### src/core/upconv_ctrl_pkg.sv
/*
  constants, field positions and carrier types for the per-channel
  gain ramp and main control logic of the four-channel upconverter.
  assumes a 16-bit host port and one core clock.
*/
package upconv_ctrl_pkg;

  // ==========================================================
  // register map
  localparam int CHANNELS = 4;
  localparam logic [3:0] GAIN_RAMP_OFFSET = 4'hB;
  localparam logic [3:0] MAIN_SETTINGS_OFFSET = 4'hC;
  localparam logic [3:0] RATE_LOW_WORD_OFFSET = 4'h6;
  localparam logic [3:0] CARRIER_LOW_WORD_OFFSET = 4'h9;
  localparam logic [15:0] GAIN_RAMP_RESET = 16'h0000;
  localparam logic [15:0] MAIN_SETTINGS_RESET = 16'h0000;

  // ==========================================================
  // gain_ramp_settings fields
  localparam int LATENCY_BYPASS_BIT = 8;
  localparam int LATENCY_TRIM_BIT = 7;
  localparam int RAMP_LIMIT_MSB = 6;

  // ==========================================================
  // channel_main_settings fields
  localparam int IMMEDIATE_BIT = 15;
  localparam int RAMP_HOLD_BIT = 14;
  localparam int DELAY_SELECT_BIT = 13;
  localparam int COEF_HOLD_BIT = 12;
  localparam int GATE_INTERNAL_BIT = 11;
  localparam int EMPTY_THR_MSB = 10;
  localparam int EMPTY_THR_LSB = 8;
  localparam int COMPLEX_OUT_BIT = 7;
  localparam int ONLINE_BIT = 6;
  localparam int INPUT_EN_BIT = 5;
  localparam int OUTPUT_EN_BIT = 4;
  localparam int SIB_FREE_BIT = 3;
  localparam int FLUSH_DISABLE_BIT = 2;
  localparam int OVF_RESET_DISABLE_BIT = 1;
  localparam int SW_TX_BIT = 0;

  // ==========================================================
  // timing counts in core clocks or sample ticks
  localparam logic [2:0] IMMEDIATE_SYNC_CLKS = 3'h4;
  localparam logic [4:0] RAM_FLUSH_CLKS = 5'h10;
  localparam logic [4:0] DRAIN_SAMPLES = 5'h18;
  localparam int GATE_ALIGN_DEPTH = 4;
  localparam int GATE_TRIM_EDGES = 2;

  // ==========================================================
  // types
  typedef enum logic [1:0] {
    drain_idle = 2'b00,
    drain_busy = 2'b01,
    drain_done = 2'b10
  } drain_state_type;

  typedef struct packed {
    logic gate;
    logic sib_run;
    logic serial_req_en;
    logic ramp_host_access;
    logic coef_host_access;
    logic delay_half;
    logic route_imag;
    logic fifo_rd_zero;
    logic channel_drained_flag;
    logic almost_empty;
    logic ram_flush;
    logic chan_flush;
    logic chan_reset;
    logic load_masked;
    logic load_immediate;
    logic [6:0] ramp_addr;
    logic [19:0] data_out;
  } chan_status_type;

endpackage

### src/core/channel_main_control.sv
/*
  per-channel gain ramp and main control registers for four channels,
  with the control behaviour they steer: gate alignment, ramp address,
  update strobes, flushing, draining, routing and output gating.
  assumes host pins and gate/update pins are asynchronous; fifo levels,
  sample ticks, internal gates and channel data come from core_clk logic.
*/
// Notes on behaviour
// - latency trim bit removes two edges from the gate delay path
// - latency bypass bit feeds the selected gate straight into the channel
// - ramp length field is the top gain ramp ram address
// - immediate bit clear: slave loads only on masked synchronous updates
// - immediate bit set: write loads slave after four clock synchronisation
// - ramp hold freezes ramp address, gives host the ramp ram
// - delay select inserts half coarse-sample delay after the filter
// - coefficient hold gives host the filter coefficient rams
// - gate internal bit selects internal gate, else external pin
// - almost empty when fifo level reaches threshold plus one
// - complex output makes channels 0 and 2 route imaginary sums
// - offline zeroes fifo reads, drains 24 samples, then flags drained
// - input enable gates hardware gate and hardware update inputs
// - output enable clear forces channel output data to zero
// - serial unit free bit keeps it running regardless of gate
// - gate rising edge flushes channel and ram unless flush disabled
// - parallel mode fifo overflow resets channel unless disabled
// - software enable rise flushes ram 16 clocks and does masked update
// - software enable level allows serial requests, low stops them
// - immediate mode low word write makes the slave load strobe
`timescale 1ns/1ps

module channel_main_control (
  // clock and reset
  input wire logic core_clk,
  input wire logic reset,
  // host port pins
  input wire logic host_wr_n,
  input wire logic [5:0] host_addr,
  input wire logic [15:0] host_wdata,
  output logic [15:0] host_rdata,
  // channel pins
  input wire logic [3:0] gate_pin,
  input wire logic [3:0] hw_update_pin,
  // core-side channel inputs
  input wire logic [3:0] internal_gate,
  input wire logic [3:0] sample_tick,
  input wire logic parallel_mode,
  input wire logic [3:0] fifo_overflow,
  input wire logic [3:0][3:0] fifo_level,
  input wire logic [3:0][19:0] chan_data,
  // channel control outputs
  output upconv_ctrl_pkg::chan_status_type [3:0] chan_status
);

  // ==========================================================
  // pin synchronisers
  localparam int SYNC_WIDTH = 31;

  logic [SYNC_WIDTH-1:0] pins_sync;
  logic wr_n_s;
  logic [5:0] addr_s;
  logic [15:0] wdata_s;
  logic [3:0] gate_s;
  logic [3:0] upd_s;

  sync_pair #(.WIDTH(SYNC_WIDTH)) pin_sync_inst (
    .core_clk(core_clk),
    .reset(reset),
    .pin_in({host_wr_n, host_addr, host_wdata, gate_pin, hw_update_pin}),
    .pin_sync(pins_sync)
  );

  assign {wr_n_s, addr_s, wdata_s, gate_s, upd_s} = pins_sync;

  // ==========================================================
  // host register file
  logic wr_n_prev;
  logic [3:0][15:0] gain_ramp_settings;
  logic [3:0][15:0] channel_main_settings;
  logic [3:0][15:0] next_gain_ramp_settings;
  logic [3:0][15:0] next_channel_main_settings;
  logic [15:0] next_host_rdata;
  logic write_start;
  logic [3:0] low_word_write;

  always_comb
  begin
    next_gain_ramp_settings = gain_ramp_settings;
    next_channel_main_settings = channel_main_settings;
    write_start = wr_n_prev & ~wr_n_s;
    low_word_write = 4'h0;
    for (int c = 0; c < upconv_ctrl_pkg::CHANNELS; c++)
    begin
      if (write_start && addr_s[5:4] == 2'(c))
      begin
        if (addr_s[3:0] == upconv_ctrl_pkg::GAIN_RAMP_OFFSET)
          next_gain_ramp_settings[c] = wdata_s;
        if (addr_s[3:0] == upconv_ctrl_pkg::MAIN_SETTINGS_OFFSET)
          next_channel_main_settings[c] = wdata_s;
        if (addr_s[3:0] == upconv_ctrl_pkg::RATE_LOW_WORD_OFFSET ||
            addr_s[3:0] == upconv_ctrl_pkg::CARRIER_LOW_WORD_OFFSET)
          low_word_write[c] = 1'b1;
      end
    end
    case (addr_s[3:0])
      upconv_ctrl_pkg::GAIN_RAMP_OFFSET:
        next_host_rdata = gain_ramp_settings[addr_s[5:4]];
      upconv_ctrl_pkg::MAIN_SETTINGS_OFFSET:
        next_host_rdata = channel_main_settings[addr_s[5:4]];
      default:
        next_host_rdata = 16'h0000;
    endcase
  end

  always_ff @(posedge core_clk or posedge reset)
  begin
    if (reset)
    begin
      wr_n_prev <= 1'b0;
      host_rdata <= 16'h0000;
      for (int c = 0; c < upconv_ctrl_pkg::CHANNELS; c++)
      begin
        gain_ramp_settings[c] <= upconv_ctrl_pkg::GAIN_RAMP_RESET;
        channel_main_settings[c] <= upconv_ctrl_pkg::MAIN_SETTINGS_RESET;
      end
    end
    else
    begin
      wr_n_prev <= wr_n_s;
      host_rdata <= next_host_rdata;
      gain_ramp_settings <= next_gain_ramp_settings;
      channel_main_settings <= next_channel_main_settings;
    end
  end

  // ==========================================================
  // channel control state
  localparam int DEPTH = upconv_ctrl_pkg::GATE_ALIGN_DEPTH;
  localparam int TRIM = upconv_ctrl_pkg::GATE_TRIM_EDGES;

  logic [3:0][DEPTH-1:0] gate_pipe;
  logic [3:0][DEPTH-1:0] next_gate_pipe;
  logic [3:0] gate_prev;
  logic [3:0] next_gate_prev;
  logic [3:0] upd_prev;
  logic [3:0] next_upd_prev;
  logic [3:0] sw_prev;
  logic [3:0] next_sw_prev;
  logic [3:0][2:0] imm_count;
  logic [3:0][2:0] next_imm_count;
  logic [3:0][4:0] flush_count;
  logic [3:0][4:0] next_flush_count;
  logic [3:0][4:0] drain_count;
  logic [3:0][4:0] next_drain_count;
  upconv_ctrl_pkg::drain_state_type [3:0] drain_state;
  upconv_ctrl_pkg::drain_state_type [3:0] next_drain_state;
  upconv_ctrl_pkg::chan_status_type [3:0] next_chan_status;

  always_comb
  begin
    logic [15:0] g;
    logic [15:0] m;
    logic sel_gate;
    logic aligned;
    logic gate_rise;
    logic upd_rise;
    logic sw_rise;
    logic [6:0] addr;
    g = 16'h0000;
    m = 16'h0000;
    sel_gate = 1'b0;
    aligned = 1'b0;
    gate_rise = 1'b0;
    upd_rise = 1'b0;
    sw_rise = 1'b0;
    addr = 7'h00;
    next_gate_pipe = gate_pipe;
    next_gate_prev = gate_prev;
    next_upd_prev = upd_prev;
    next_sw_prev = sw_prev;
    next_imm_count = imm_count;
    next_flush_count = flush_count;
    next_drain_count = drain_count;
    next_drain_state = drain_state;
    next_chan_status = chan_status;
    for (int c = 0; c < upconv_ctrl_pkg::CHANNELS; c++)
    begin
      g = gain_ramp_settings[c];
      m = channel_main_settings[c];
      // gate source and alignment
      if (m[upconv_ctrl_pkg::GATE_INTERNAL_BIT])
        sel_gate = internal_gate[c];
      else
        sel_gate = gate_s[c] & m[upconv_ctrl_pkg::INPUT_EN_BIT];
      next_gate_pipe[c] = {gate_pipe[c][DEPTH-2:0], sel_gate};
      if (g[upconv_ctrl_pkg::LATENCY_BYPASS_BIT])
        aligned = sel_gate;
      else if (g[upconv_ctrl_pkg::LATENCY_TRIM_BIT])
        aligned = gate_pipe[c][DEPTH-1-TRIM];
      else
        aligned = gate_pipe[c][DEPTH-1];
      next_gate_prev[c] = aligned;
      gate_rise = aligned & ~gate_prev[c];
      next_upd_prev[c] = upd_s[c] & m[upconv_ctrl_pkg::INPUT_EN_BIT];
      upd_rise = next_upd_prev[c] & ~upd_prev[c];
      next_sw_prev[c] = m[upconv_ctrl_pkg::SW_TX_BIT];
      sw_rise = m[upconv_ctrl_pkg::SW_TX_BIT] & ~sw_prev[c];

      // slave load strobes
      next_chan_status[c].load_masked = sw_rise | upd_rise;
      next_chan_status[c].load_immediate = 1'b0;
      if (imm_count[c] != 3'h0)
      begin
        next_imm_count[c] = imm_count[c] - 3'h1;
        if (imm_count[c] == 3'h1)
          next_chan_status[c].load_immediate = 1'b1;
      end
      if (low_word_write[c] && m[upconv_ctrl_pkg::IMMEDIATE_BIT])
        next_imm_count[c] = upconv_ctrl_pkg::IMMEDIATE_SYNC_CLKS;

      // ram flush on software enable or gate rise
      if (flush_count[c] != 5'h00)
        next_flush_count[c] = flush_count[c] - 5'h01;
      next_chan_status[c].chan_flush = 1'b0;
      if (gate_rise && !m[upconv_ctrl_pkg::FLUSH_DISABLE_BIT])
      begin
        next_chan_status[c].chan_flush = 1'b1;
        next_flush_count[c] = upconv_ctrl_pkg::RAM_FLUSH_CLKS;
      end
      if (sw_rise)
        next_flush_count[c] = upconv_ctrl_pkg::RAM_FLUSH_CLKS;
      next_chan_status[c].ram_flush = next_flush_count[c] != 5'h00;

      // offline drain
      unique case (drain_state[c])
        upconv_ctrl_pkg::drain_idle:
        begin
          if (!m[upconv_ctrl_pkg::ONLINE_BIT])
          begin
            next_drain_state[c] = upconv_ctrl_pkg::drain_busy;
            next_drain_count[c] = 5'h00;
          end
        end
        upconv_ctrl_pkg::drain_busy:
        begin
          if (m[upconv_ctrl_pkg::ONLINE_BIT])
            next_drain_state[c] = upconv_ctrl_pkg::drain_idle;
          else if (sample_tick[c])
          begin
            next_drain_count[c] = drain_count[c] + 5'h01;
            if (next_drain_count[c] == upconv_ctrl_pkg::DRAIN_SAMPLES)
              next_drain_state[c] = upconv_ctrl_pkg::drain_done;
          end
        end
        upconv_ctrl_pkg::drain_done:
        begin
          if (m[upconv_ctrl_pkg::ONLINE_BIT])
            next_drain_state[c] = upconv_ctrl_pkg::drain_idle;
        end
        default:
          next_drain_state[c] = upconv_ctrl_pkg::drain_idle;
      endcase
      next_chan_status[c].fifo_rd_zero =
        ~m[upconv_ctrl_pkg::ONLINE_BIT];
      next_chan_status[c].channel_drained_flag =
        next_drain_state[c] == upconv_ctrl_pkg::drain_done;

      // gain ramp address, frozen while the host holds the ram
      addr = chan_status[c].ramp_addr;
      if (!m[upconv_ctrl_pkg::RAMP_HOLD_BIT])
      begin
        if (aligned && addr < g[upconv_ctrl_pkg::RAMP_LIMIT_MSB:0])
          addr = addr + 7'h01;
        else if (aligned && addr > g[upconv_ctrl_pkg::RAMP_LIMIT_MSB:0])
          addr = g[upconv_ctrl_pkg::RAMP_LIMIT_MSB:0];
        else if (!aligned && addr != 7'h00)
          addr = addr - 7'h01;
      end
      next_chan_status[c].ramp_addr = addr;
      next_chan_status[c].ramp_host_access =
        m[upconv_ctrl_pkg::RAMP_HOLD_BIT];

      // plain control decodes
      next_chan_status[c].gate = aligned;
      next_chan_status[c].sib_run =
        aligned | m[upconv_ctrl_pkg::SIB_FREE_BIT];
      next_chan_status[c].serial_req_en =
        m[upconv_ctrl_pkg::SW_TX_BIT];
      next_chan_status[c].coef_host_access =
        m[upconv_ctrl_pkg::COEF_HOLD_BIT];
      next_chan_status[c].delay_half =
        m[upconv_ctrl_pkg::DELAY_SELECT_BIT];
      next_chan_status[c].route_imag = (c == 0 || c == 2) &&
        m[upconv_ctrl_pkg::COMPLEX_OUT_BIT];
      next_chan_status[c].almost_empty = fifo_level[c] <=
        ({1'b0, m[upconv_ctrl_pkg::EMPTY_THR_MSB:
                  upconv_ctrl_pkg::EMPTY_THR_LSB]} + 4'h1);
      next_chan_status[c].chan_reset = parallel_mode & fifo_overflow[c] &
        ~m[upconv_ctrl_pkg::OVF_RESET_DISABLE_BIT];
      if (m[upconv_ctrl_pkg::OUTPUT_EN_BIT])
        next_chan_status[c].data_out = chan_data[c];
      else
        next_chan_status[c].data_out = 20'h00000;
    end
  end

  always_ff @(posedge core_clk or posedge reset)
  begin
    if (reset)
    begin
      gate_pipe <= '0;
      gate_prev <= 4'h0;
      upd_prev <= 4'h0;
      sw_prev <= 4'h0;
      imm_count <= '0;
      flush_count <= '0;
      drain_count <= '0;
      chan_status <= '0;
      for (int c = 0; c < upconv_ctrl_pkg::CHANNELS; c++)
        drain_state[c] <= upconv_ctrl_pkg::drain_idle;
    end
    else
    begin
      gate_pipe <= next_gate_pipe;
      gate_prev <= next_gate_prev;
      upd_prev <= next_upd_prev;
      sw_prev <= next_sw_prev;
      imm_count <= next_imm_count;
      flush_count <= next_flush_count;
      drain_count <= next_drain_count;
      drain_state <= next_drain_state;
      chan_status <= next_chan_status;
    end
  end

endmodule

### src/core/sync_pair.sv
/*
  two-stage synchroniser for a bundle of pin inputs.
  assumes each bit is a slow level sampled on core_clk.
*/
`timescale 1ns/1ps

module sync_pair #(
  parameter int WIDTH = 1
) (
  // clock and reset
  input wire logic core_clk,
  input wire logic reset,
  // pins in, synchronised out
  input wire logic [WIDTH-1:0] pin_in,
  output logic [WIDTH-1:0] pin_sync
);

  logic [WIDTH-1:0] stage_one;

  always_ff @(posedge core_clk or posedge reset)
  begin
    if (reset)
    begin
      stage_one <= '0;
      pin_sync <= '0;
    end
    else
    begin
      stage_one <= pin_in;
      pin_sync <= stage_one;
    end
  end

endmodule

### config.mk
export PLATFORM = sky130hd
export DESIGN_NAME = channel_main_control
export DESIGN_NICKNAME = d
export VERILOG_FILES = /design/src/core/upconv_ctrl_pkg.sv /design/src/core/channel_main_control.sv /design/src/core/sync_pair.sv
export SDC_FILE = /design/constraint.sdc
export NUM_CORES = 1
export LEC_CHECK = 0
export ABC_AREA = 1
export BUFFER_PORTS_ARGS = -buffer_cell sky130_fd_sc_hd__buf_2
export CORE_ASPECT_RATIO = 0.6
export CORE_MARGIN = 5
export CORE_UTILIZATION = 27
export DETAILED_ROUTE_END_ITERATION = 8
export PLACE_DENSITY_LB_ADDON = 0.12
export REMOVE_ABC_BUFFERS = 1
export SYNTH_ARGS = -nofsm -noshare
export SYNTH_HDL_FRONTEND = slang
export SYNTH_SLANG_ARGS = --single-unit
export TNS_END_PERCENT = 5
### constraint.sdc
create_clock -name core_clk -period 27.7 [get_ports core_clk]
set_input_delay 1.385 -clock core_clk [delete_from_list [all_inputs] [get_ports core_clk]]
set_output_delay 1.385 -clock core_clk [all_outputs]
set_load 0.005 [all_outputs]
-- Yosys cells after proc, flatten, opt, wreduce, memory -nomap -nowiden
Cells that the tools add are included.
W data, S select, Z words.
- $add $sub $neg: 24
- muxes and demuxes: 110
- bitwise operators: 62
- order comparisons: 13
- eq/ne operators: 39
- reductions and logical operators: 82
- operators by type and width (operator ; number):
    $mux W5 ; 24
    $mux W7 ; 12
    $mux W20 ; 4
    $bmux W16 S2 ; 2
    $mux W2 ; 20
    $pmux W5 S2 ; 4
    $reduce_bool A5 Y1 ; 8
    $mux W16 ; 2
    $pmux W16 S2 ; 1
    $and A1 B1 Y1 ; 29
    $mux W1 ; 29
    $add A7 B1 Y7 const B ; 4
    $gt A7 B7 Y1 ; 4
    $lt A7 B7 Y1 ; 4
    $reduce_bool A7 Y1 ; 4
    $sub A7 B1 Y7 const B ; 4
    $not A1 Y1 ; 25
    $logic_and A1 B1 Y1 ; 24
    $mux W3 ; 8
    $ne A2 B2 Y1 const B ; 12
    $pmux W2 S3 ; 4
    $reduce_and A2 Y1 ; 12
    $reduce_bool A3 Y1 ; 8
    $add A5 B1 Y5 const B ; 4
    17 further kinds ; 78
- word-level logic and storage cells: 431
- bits in registers: 461

-- Longest topological paths before layout
Gate-level depths: netlist (run 1).
- depth in word-level cells: 8
- mapped depth: 13
- gate-level depth less buffers: 13

-- By module
From an unflattened synthesis (run 1), not the netlist that was laid out.
- cells, all modules: 2114
- area, all modules: 19653.8 um2
- modules (own cells, without submodules) (module ; cells an instance ; seq. area each (um2) ; area an instance (um2) ; instances):
    channel_main_control ; 2051 ; 9784.4 ; 18098.6 ; 1
    sync_pair ; 63 ; 1551.5 ; 1555.2 ; 1

-- Least setup slack after synthesis (run 1)
No wires, ideal clock.
- path type: input -> register
- start point: input port internal_gate[0]
- end point: register chan_status[20] (netlist bit)
- path slack: 25.448 ns
- cell stages on the path: 11
- setup time: 0.116 ns
- arrival: 2.136 ns
- data required time: 27.584 ns
- cell sequence: inv_1 nand2_1 nand3_1 nand2_2 inv_2 nor2_2 nand2_1 nand2_1 nand2_1 nand2_1 nand2_1
- RTL lines (what ; RTL line ; text):
    from (decl) ; channel_main_control.sv:44 ; input wire logic [3:0] internal_gate,
    to (signal assigned) ; channel_main_control.sv:331 ; chan_status <= next_chan_status;
    to (decl) ; channel_main_control.sv:51 ; output upconv_ctrl_pkg::chan_status_type [3:0] chan_status

==> results of run 1 <==
cell families (layout without fill, tap and decap cells):
family / after synthesis / in the layout / synth area share, %
AND/OR/NAND/NOR: 918 / 918 / 19.6
buffers and inverters: 352 / 714 / 6.98
AO/OA/AOI/OAI: 272 / 272 / 7.90
XOR/XNOR: 62 / 62 / 2.76
other: 1 / 4 / 0.0191
adder cells (fa/ha/maj): 80 / 80 / 5.09
flip-flops: 453 / 453 / 57.6
power by group through the flow:
stage | sequential (mW) | clock [mW] | combinational, mW
4_1_cts | 0.866 | 0.676 | 0.557
5_1_grt | 0.881 | 0.702 | 0.642
3_3_place_gp | 0.875 | 0 | 0.539
2_1_floorplan | 0.846 | 0 | 0.388
3_5_place_dp | 0.876 | 0 | 0.554
6_report | 0.864 | 0.646 | 0.552
routing by layer:
metal  vias to the layer above  share of wire, %  global-route usage [%]
li1                       7467                 -                       -
met3                        64               5.3                    3.10
met1                      7385                49                    22.4
met4                         2               1.5                    3.19
met5                         -             0.020                       0
met2                       324                45                    23.6
worst max-delay path, delay by kind of cell:
kind | cells | cell delay (ns)
buffers and inverters | 4 | 1.97
cells in the mapped netlist, drive strengths merged:
| master | n |
|---|---|
| nand2 | 575 |
| dfrtp | 453 |
| inv | 295 |
| o21ai | 187 |
| nand3 | 182 |
| nor2 | 124 |
| ha | 80 |
| xor2 | 49 |
| buf | 39 |
| a22oi | 32 |
| a21oi | 21 |
| clkbuf | 18 |
| o221ai | 14 |
| nor3 | 13 |
| xnor2 | 13 |
| a22o | 5 |
| nand3b | 5 |
| nand4 | 5 |
| nor3b | 5 |
| o211ai | 4 |
| o21bai | 4 |
| or2 | 4 |
| and2 | 3 |
| a21o | 2 |
| a31oi | 2 |
| nor4 | 2 |
| conb | 1 |
| o31ai | 1 |
worst max path at each step:
stage | startpoint | to | slack [ns] | depth (start not counted)
after CTS | reset | upd_prev[1] | 24.43 | 4
final | reset | channel_main_settings[38] | 24.58 | 4
after global placement | reset | chan_status[57] | 23.82 | 4
after floorplan | reset | chan_status[0] | 13.69 | 1
after detailed placement | reset | chan_status[52] | 23.77 | 4
after global routing | reset | chan_status[49] | 24.07 | 4
layout make-up:
cell class,count,share of cell area (%)
sequential,453,47.3
multi-input combinational,1334,29.2
timing repair buffer,338,7.26
clock buffer,70,5.90
tap,975,5.09
inverter,295,4.65
clock inverter,11,0.600
antenna,2,0.0209
state kept, by name (all words and copies together) (netlist names), 3 cells and up:
| register | count |
|---|---|
| chan_status | 160 |
| channel_main_settings | 64 |
| gain_ramp_settings | 64 |
| pin_sync_inst.pin_sync | 31 |
| pin_sync_inst.stage_one | 31 |
| drain_count | 20 |
| flush_count | 20 |
| gate_pipe | 16 |
| host_rdata | 16 |
| imm_count | 12 |
| drain_state | 8 |
| upd_prev | 4 |
| gate_prev | 3 |
| sw_prev | 3 |
==> flow_summary.yaml, run 1 <==
floorplan:
  rows: 76
  fp.coreArea_sq_um: 72000
  dieArea_sq_um: 78500
  num_io_pins: 326
  die_w_um: 359
  initial_core_util_pct: 27.3
  die_h_um: 219
placement:
  dp_hpwl_um: 43500
  post-place-ws_ns: 23.77
  io_buffer_count: 323
  place_area_sq_um: 22400
  gp_congestion: 0.848
  placed_cells: 3395
logic_synthesis:
  synth_area_sq_um: 19700
  ys_ff_latch: 453
  synth_top_area_share_pct: 57.6
  synth_top_cell_by_area: "dfrtp_1"
  syn_avg_cell_area_sq_um: 9.20
  yosys-top-cells-area: "dfrtp_1, nand2_1, inv_1"
  ys_seq_area_share_pct: 57.6
  syn_inst: 2138
  yosysWarnings: 0
  synth_cell_types: 41
cts:
  cts.repair.resized: 0
  clkSinkCount: 453
  clock_latency_ns: 0.60
  root_buffer: "clkbuf_16"
  htree_levels: 2
  clockBufferDepth: 3
  cts_tree: "built"
  cts_buffers: 48
  cts.clk_slew.worst_paths_ns: 0.06
  cts_hold_buf: 0
  postCtsSetupBuffers: 0
pwr:
  combPwrFrac_pct: 26.7
  power_density_nw_per_um2: 86.0
  finalPower_mw: 2.06
  p_sw_mw: 0.715
  p_clk_share_pct: 31.3
  p_leak_nw: 13.0
  seq_power_share_pct: 41.9
  p_int_mw: 1.35
  switching_share_pct: 34.7
  ir_drop_mv: 0.0384
timing:
  tightest_slew_ns: 1.12
  rsz0062_at_grt: "false"
  finalWorstSetupSlack_ns: 24.58
  fmax_mhz: 320
  finalCritPeriodShare_pct: 11.3
  finalSetupViolCount: 0
  fin_hold_ws_ns: 0.344
  skew_ns: 0.0274
  finalSetupTns_ns: 0
  min_period_ns: 3.12
  maxSlewHeadroom_pct: 24.9
  hold_viol: 0
  timing.final.max_slew_violations: 0
drt:
  drt_first_pass_iters: 5
  drt-total-wl_um: 60100
  dr_total_vias: 15200
  wl_per_cell_um: 17.3
  routed_via_density: 4.38
  antenna_left: 0
  drtIter0Drc: 1000
  drc: 0
final_layout:
  fillers: 7442
  final_common_cell: "nand2_1"
  seq_area_sq_um: 11300
  multiInputGateArea_sq_um: 7000
  final_area_sq_um: 24000
  final_util_pct: 33.3
  drive_above_1_share_pct: 18.6
  area_delta_synth_final_pct: 21.9
  instances_no_fill: 3478
  nNetsFinal: 2692
  final_cell_mix: "nand2_1, dfrtp_1, buf_2"
worst_setup_path:
  reg2reg_to: "channel_main_settings[46]"
  crit_arrival_ns: 3.72
  worstSetupStartpointType: "primary input"
  cp_cell_sequence: "buf_2 -> inv_8 -> buf_12 -> buf_4"
  rrSetupSlack_ns: 24.84
  critPathMaxFanout: 142
  worstSetupEndpointType: "asynchronous set/reset pin"
  worstReg2RegStart: "pin_sync_inst.pin_sync[29]"
  critPathKind: "primary input to asynchronous set/reset pin"
  ff2ff_path_depth: 8
  required_ns: 28.29
  slowest_delay_ns: 0.78
  critPathSlowestCell: "buf_4"
outcome:
  status: "complete, no violations"
hold_path:
  hp-class: "flip-flop to flip-flop"
  hold_end: "pin_sync_inst.pin_sync[29]"
  hold_path_depth: 0
  holdCritStartpoint: "pin_sync_inst.stage_one[29]"
global_routing:
  grt_max_degree: 143
  grt_pass1_vias: 15500
  grt_usage_pct: 15.3
  grt_pass1_wl_um: 92800
  antenna_found_initial: 2
  gr-total-overflow: 0
run:
  drv_cap: 0
No activity file was read; power rests on OpenSTA's default activity.
==> run 2, diff against run 1 <==
==> constraint.sdc (replaced) <==
create_clock -name core_clk -period 2.53 [get_ports core_clk]
set_input_delay 0.1265 -clock core_clk [delete_from_list [all_inputs] [get_ports core_clk]]
set_output_delay 0.1265 -clock core_clk [all_outputs]
set_load 0.005 [all_outputs]
==> run 2 against run 1 <==
  * Setup slack got worse by 24 ns
  * First-iteration DRC count is 14% higher
  * Register-to-register slack lost 25 ns
  * Flip-flop and latch count did not move
  * Highest routed layer unchanged
==> flow_summary.yaml, run 2 (synthesized netlist as in run 1, its figures left out) <==
outcome:
  status: "complete, no violations"
timing:
  skew_ns: 0.0259
  rsz0062_at_grt: "false"
  fmax_mhz: 418
  timing.final.max_slew_violations: 0
  finalWorstSetupSlack_ns: 0.140
  tightest_slew_ns: 0.861
  hold_viol: 0
  fin_hold_ws_ns: 0.0265
  finalSetupViolCount: 0
  finalSetupTns_ns: 0
  finalCritPeriodShare_pct: 94.5
  min_period_ns: 2.39
  maxSlewHeadroom_pct: 42.6
cts:
  cts.clk_slew.worst_paths_ns: 0.06
  clkSinkCount: 453
  htree_levels: 2
  clockBufferDepth: 3
  clock_latency_ns: 0.60
  cts_buffers: 47
  postCtsSetupBuffers: 0
  cts_tree: "built"
  root_buffer: "clkbuf_16"
final_layout:
  reg_top3: "chan_status (160), channel_main_settings (64), gain_ramp_settings (64)"
  final_area_sq_um: 25700
  multiInputGateArea_sq_um: 7000
  final_cell_mix: "nand2_1, dfrtp_1, buf_2"
  final_util_pct: 35.8
  drive_above_1_share_pct: 18.6
  area_delta_synth_final_pct: 30.8
  instances_no_fill: 3656
  max_flop_register: "chan_status"
  seq_area_sq_um: 11300
  largest_reg_flops: 160
  nNetsFinal: 2865
  final_common_cell: "nand2_1"
  fillers: 7398
worst_setup_path:
  worstSetupStartpointType: "flip-flop"
  critPathMaxFanout: 5
  crit_arrival_ns: 2.90
  critPathKind: "flip-flop to flip-flop"
  worstSetupEndpointType: "flip-flop"
  required_ns: 3.04
drt:
  routed_via_density: 4.38
  wl_per_cell_um: 17.1
  antenna_left: 0
  dr_total_vias: 16000
  drtIter0Drc: 1143
  drt_first_pass_iters: 5
  drt-total-wl_um: 62400
  drc: 0
pwr:
  finalPower_mw: 23.0
  power_density_nw_per_um2: 893
  p_leak_nw: 13.8
  ir_drop_mv: 0.412
global_routing:
  grt_pass1_vias: 16500
  gr-total-overflow: 0
  grt_max_degree: 88
  antenna_found_initial: 2
  grt_pass1_wl_um: 97300
  grt_usage_pct: 16.0
floorplan:
  fp.coreArea_sq_um: 72000
  initial_core_util_pct: 27.3
  die_w_um: 359
  num_io_pins: 326
  dieArea_sq_um: 78500
  rows: 76
  die_h_um: 219
run:
  drv_cap: 0
placement:
  gp_congestion: 0.824
  post-place-ws_ns: 0.477
  placed_cells: 3425
  io_buffer_count: 323
  dp_hpwl_um: 45600
  place_area_sq_um: 22700
hold_path:
  hp-class: "primary input to flip-flop"
## run 2: layer usage
layer | wire length, um | part of all wire (%) | GRT usage, %
met1 | 30100 | 48 | 23.1
met2 | 27900 | 45 | 25.1
met3 | 2900 | 4.6 | 2.65
met4 | 1380 | 2.2 | 3.89
met5 | 11 | 0.018 | 0
## run 2: final timing paths
path / from / to / slack, ns / cells past startpoint
max: channel_main_settings[8] / chan_status[32] / 0.14 / 8
min: fifo_level[4] / chan_status[74] / 0.03 / 5
max reg2reg: channel_main_settings[8] / chan_status[32] / 0.14 / 8
min reg2reg: gate_pipe[10] / gate_pipe[11] / 0.34 / 0
max in group asynchronous: reset / chan_status[75] / 1.51 / 4
min in group asynchronous: reset / chan_status[135] / 0.13 / 3
## run 2: area by class of cell
type | instances | share of cell area [%]
sequential | 453 | 44.0
multi-input combinational | 1334 | 27.2
timing repair buffer | 512 | 13.5
clock buffer | 68 | 5.27
tap | 975 | 4.74
inverter | 295 | 4.33
clock inverter | 18 | 0.953
antenna | 1 | 0.00972
## run 2: worst max-delay path, stage by stage, from the launching register on
cell and delay, ns:
dfrtp_2 0.44, ha_1 0.22, xnor2_1 0.13, ha_1 0.18, a21oi_1 0.12, dlygate4sd3_1 0.56
nand2_1 0.05, dlygate4sd3_1 0.54, o21ai_0 0.07
## run 2: what timing repair did
| action | in CTS | in global routing |
|---|---|---|
| endpoints found under the hold margin | 219 | 0 |
| setup endpoints to repair | 0 | 2 |
| hold buffers | 144 | 0 |
| gates resized for setup | 0 | 2 |
## run 2: where the power goes
group	internal [mW]	switching (mW)
clock	4.25	3.04
combinational	2.56	3.74
sequential	8.32	1.09
==> run 3, diff against run 2 <==
--- a/config.mk
+++ b/config.mk
@@ -5,7 +5,7 @@
 export SDC_FILE = /design/constraint.sdc
 export NUM_CORES = 1
 export LEC_CHECK = 0
-export ABC_AREA = 1
+export ABC_AREA = 0
 export BUFFER_PORTS_ARGS = -buffer_cell sky130_fd_sc_hd__buf_2
 export CORE_ASPECT_RATIO = 0.6
 export CORE_MARGIN = 5
@@ -13,6 +13,7 @@
 export DETAILED_ROUTE_END_ITERATION = 8
 export PLACE_DENSITY_LB_ADDON = 0.12
 export REMOVE_ABC_BUFFERS = 1
+export SLEW_MARGIN = 20
 export SYNTH_ARGS = -nofsm -noshare
 export SYNTH_HDL_FRONTEND = slang
 export SYNTH_SLANG_ARGS = --single-unit
==> run 3 against run 2 <==
  * Power increased by 0.17%
  * Synthesized cell count decreased by 27%
  * Sequential share of layout area decreased by 0.65 points
  * Flip-flop and latch count unchanged
  * Global-route usage decreased by 0.62 points
  * First-iteration DRC count decreased by 23%
  * Die area decreased by 0.52%
  * Non-clock buffer count increased by 39
  * Maximum frequency increased by 2.4%
  * Clock skew decreased by 0.011 ns
  * Register-to-register slack improved by 0.06 ns
==> flow_summary.yaml, run 3 <==
outcome:
  status: "complete, no violations"
cts:
  root_buffer: "clkbuf_16"
  clkSinkCount: 453
  htree_levels: 2
  cts.clk_slew.worst_paths_ns: 0.06
  clock_latency_ns: 0.60
  postCtsSetupBuffers: 0
  cts_buffers: 48
  cts_tree: "built"
  clockBufferDepth: 3
floorplan:
  rows: 76
  dieArea_sq_um: 78100
  die_w_um: 358
  fp.coreArea_sq_um: 71800
  num_io_pins: 326
  initial_core_util_pct: 27.3
  die_h_um: 219
logic_synthesis:
  synth_cell_types: 79
  synth_top_area_share_pct: 57.9
  synthTopCellsByCount: "dfrtp_1, mux2_2, nand2_1"
  syn_avg_cell_area_sq_um: 12.5
  yosysWarnings: 0
  synth_top_cell_by_area: "dfrtp_1"
  synth_area_sq_um: 19600
  synth_edf_count: 0
  yosys-top-cells-area: "dfrtp_1, mux2_2, ha_1"
  yosys.cell_count.top_type: "dfrtp_1"
  synth_ff_type: "dfrtp_1"
  ys_ff_latch: 453
  syn_inst: 1568
  ys_seq_area_share_pct: 57.9
  async_flop_share_pct: 100
final_layout:
  drive_above_1_share_pct: 31.9
  reg_top3: "chan_status (160), channel_main_settings (64), gain_ramp_settings (64)"
  largest_reg_flops: 160
  final_common_cell: "dfrtp_1"
  multiInputGateArea_sq_um: 7700
  final_cell_mix: "dfrtp_1, buf_2, dlygate4sd3_1"
  area_delta_synth_final_pct: 33.5
  nNetsFinal: 2341
  seq_area_sq_um: 11300
  max_flop_register: "chan_status"
  fillers: 7102
timing:
  hold_viol: 0
  finalSetupViolCount: 0
  finalWorstSetupSlack_ns: 0.196
  rsz0062_at_grt: "false"
  timing.final.max_slew_violations: 0
  finalCritPeriodShare_pct: 92.3
  fin_hold_ws_ns: 0.119
  min_period_ns: 2.33
  finalSetupTns_ns: 0
  skew_ns: 0.0153
  maxSlewHeadroom_pct: 47.4
  tightest_slew_ns: 0.788
  fmax_mhz: 428
placement:
  post-place-ws_ns: 0.220
  io_buffer_count: 323
  dp_hpwl_um: 43200
  gp_congestion: 0.839
global_routing:
  grt_max_degree: 69
  grt_pass1_wl_um: 92000
  antenna_found_initial: 4
  grt_pass1_vias: 14800
  gr-total-overflow: 0
  grt_usage_pct: 15.4
drt:
  drt_first_pass_iters: 5
  drt-total-wl_um: 59900
  wl_per_cell_um: 19.1
  dr_total_vias: 14100
  routed_via_density: 4.50
  drtIter0Drc: 879
  antenna_left: 0
  drc: 0
worst_setup_path:
  worst-path-buf-inv: 0
  critPathSlowestCell: "dfrtp_1"
  crit_family: "simple AND/OR/NAND/NOR gates"
  ff2ff_path_depth: 7
  critPathMaxFanout: 12
  critPathKind: "flip-flop to flip-flop"
  crit_arrival_ns: 2.81
  required_ns: 3.01
  rrSetupSlack_ns: 0.20
  cp_cell_sequence: "ha_1 -> nand4_1 -> nor2_1 -> nor2_2 -> mux2_2 -> a222oi_1 -> a21oi_1"
  slowest_delay_ns: 0.44
  worstSetupEndpointType: "flip-flop"
  cp-startpoint: "chan_status[26]"
  worstReg2RegStart: "chan_status[26]"
  cp.depth: 7
  worstSetupStartpointType: "flip-flop"
pwr:
  p_leak_nw: 12.7
  ir_drop_mv: 0.469
  power_density_nw_per_um2: 882
hold_path:
  hp-class: "primary input to asynchronous set/reset pin"
run:
  drv_cap: 0
==> run 3: changes by cell type after synthesis, sizes merged, moves of 32 or more <==
cell   change
nand2    -465
inv      -208
nand3    -150
mux2     +130
o21ai    -130
and2      +81
xor2      -37
nor2      -36
mux4      +32
==> run 3: worst paths after layout <==
path / endpoint
max in group asynchronous: chan_status[96]
max reg2reg: chan_status[25]
min: chan_status[6]
max: chan_status[25]
min reg2reg: pin_sync_inst.pin_sync[27]
min in group core_clk: pin_sync_inst.stage_one[27]
==> run 3: worst min-delay path: stages <==
cell,delay [ns]
dlygate4sd3_1,0.53
buf_2,0.15
inv_8,0.34
==> run 3: through the flow <==
step / std cells / total power [mW] / util, % / area (sq um)
floorplan: 1518 / 12.9 / - / 19300
global placement: 2908 / 15.2 / 32.1 / 23000
detailed placement: 2908 / 15.2 / 32.1 / 23000
CTS: 3133 / 23.4 / 36.4 / 26100
global route: 3134 / 24.6 / 36.4 / 26100
finish: 3135 / 23.0 / 36.4 / 26100
==> run 3: metal layers <==
| layer | GRT usage (%) | share of wire [%] |
|---|---|---|
| met5 | 0 | 0.022 |
| met4 | 3.30 | 1.8 |
| met3 | 3.60 | 6.9 |
| met2 | 21.6 | 40 |
| met1 | 23.9 | 51 |
==> run 3: cell families after synthesis <==
kind of cell / Yosys count / synth area share, %
adder cells (fa/ha/maj): 80 / 5.11
flip-flops: 453 / 57.9
multiplexers: 179 / 12.1
XOR/XNOR: 51 / 2.28
buffers and inverters: 138 / 2.89
AND/OR/NAND/NOR: 455 / 12.0
AO/OA/AOI/OAI: 211 / 7.65
other: 1 / 0.0192
==> run 3: power breakdown <==
| part | internal (mW) | switching, mW |
|---|---|---|
| logic | 2.85 | 3.20 |
| registers | 8.26 | 0.894 |
| clock network | 4.72 | 3.11 |
==> run 3: repair_timing <==
action                                  4_1_cts  5_1_grt
hold buffers                                136        0
hold endpoints to repair                    217        0
resized for setup                             0        2
endpoints found under the setup margin        0        4
==> run 3: area by class of cell <==
cell class	count	area share (%)
sequential	453	43.4
antenna	2	0.0192
clock inverter	19	1.18
inverter	87	1.28
multi-input combinational	978	29.5
timing repair buffer	551	14.6
tap	975	4.67
clock buffer	70	5.45
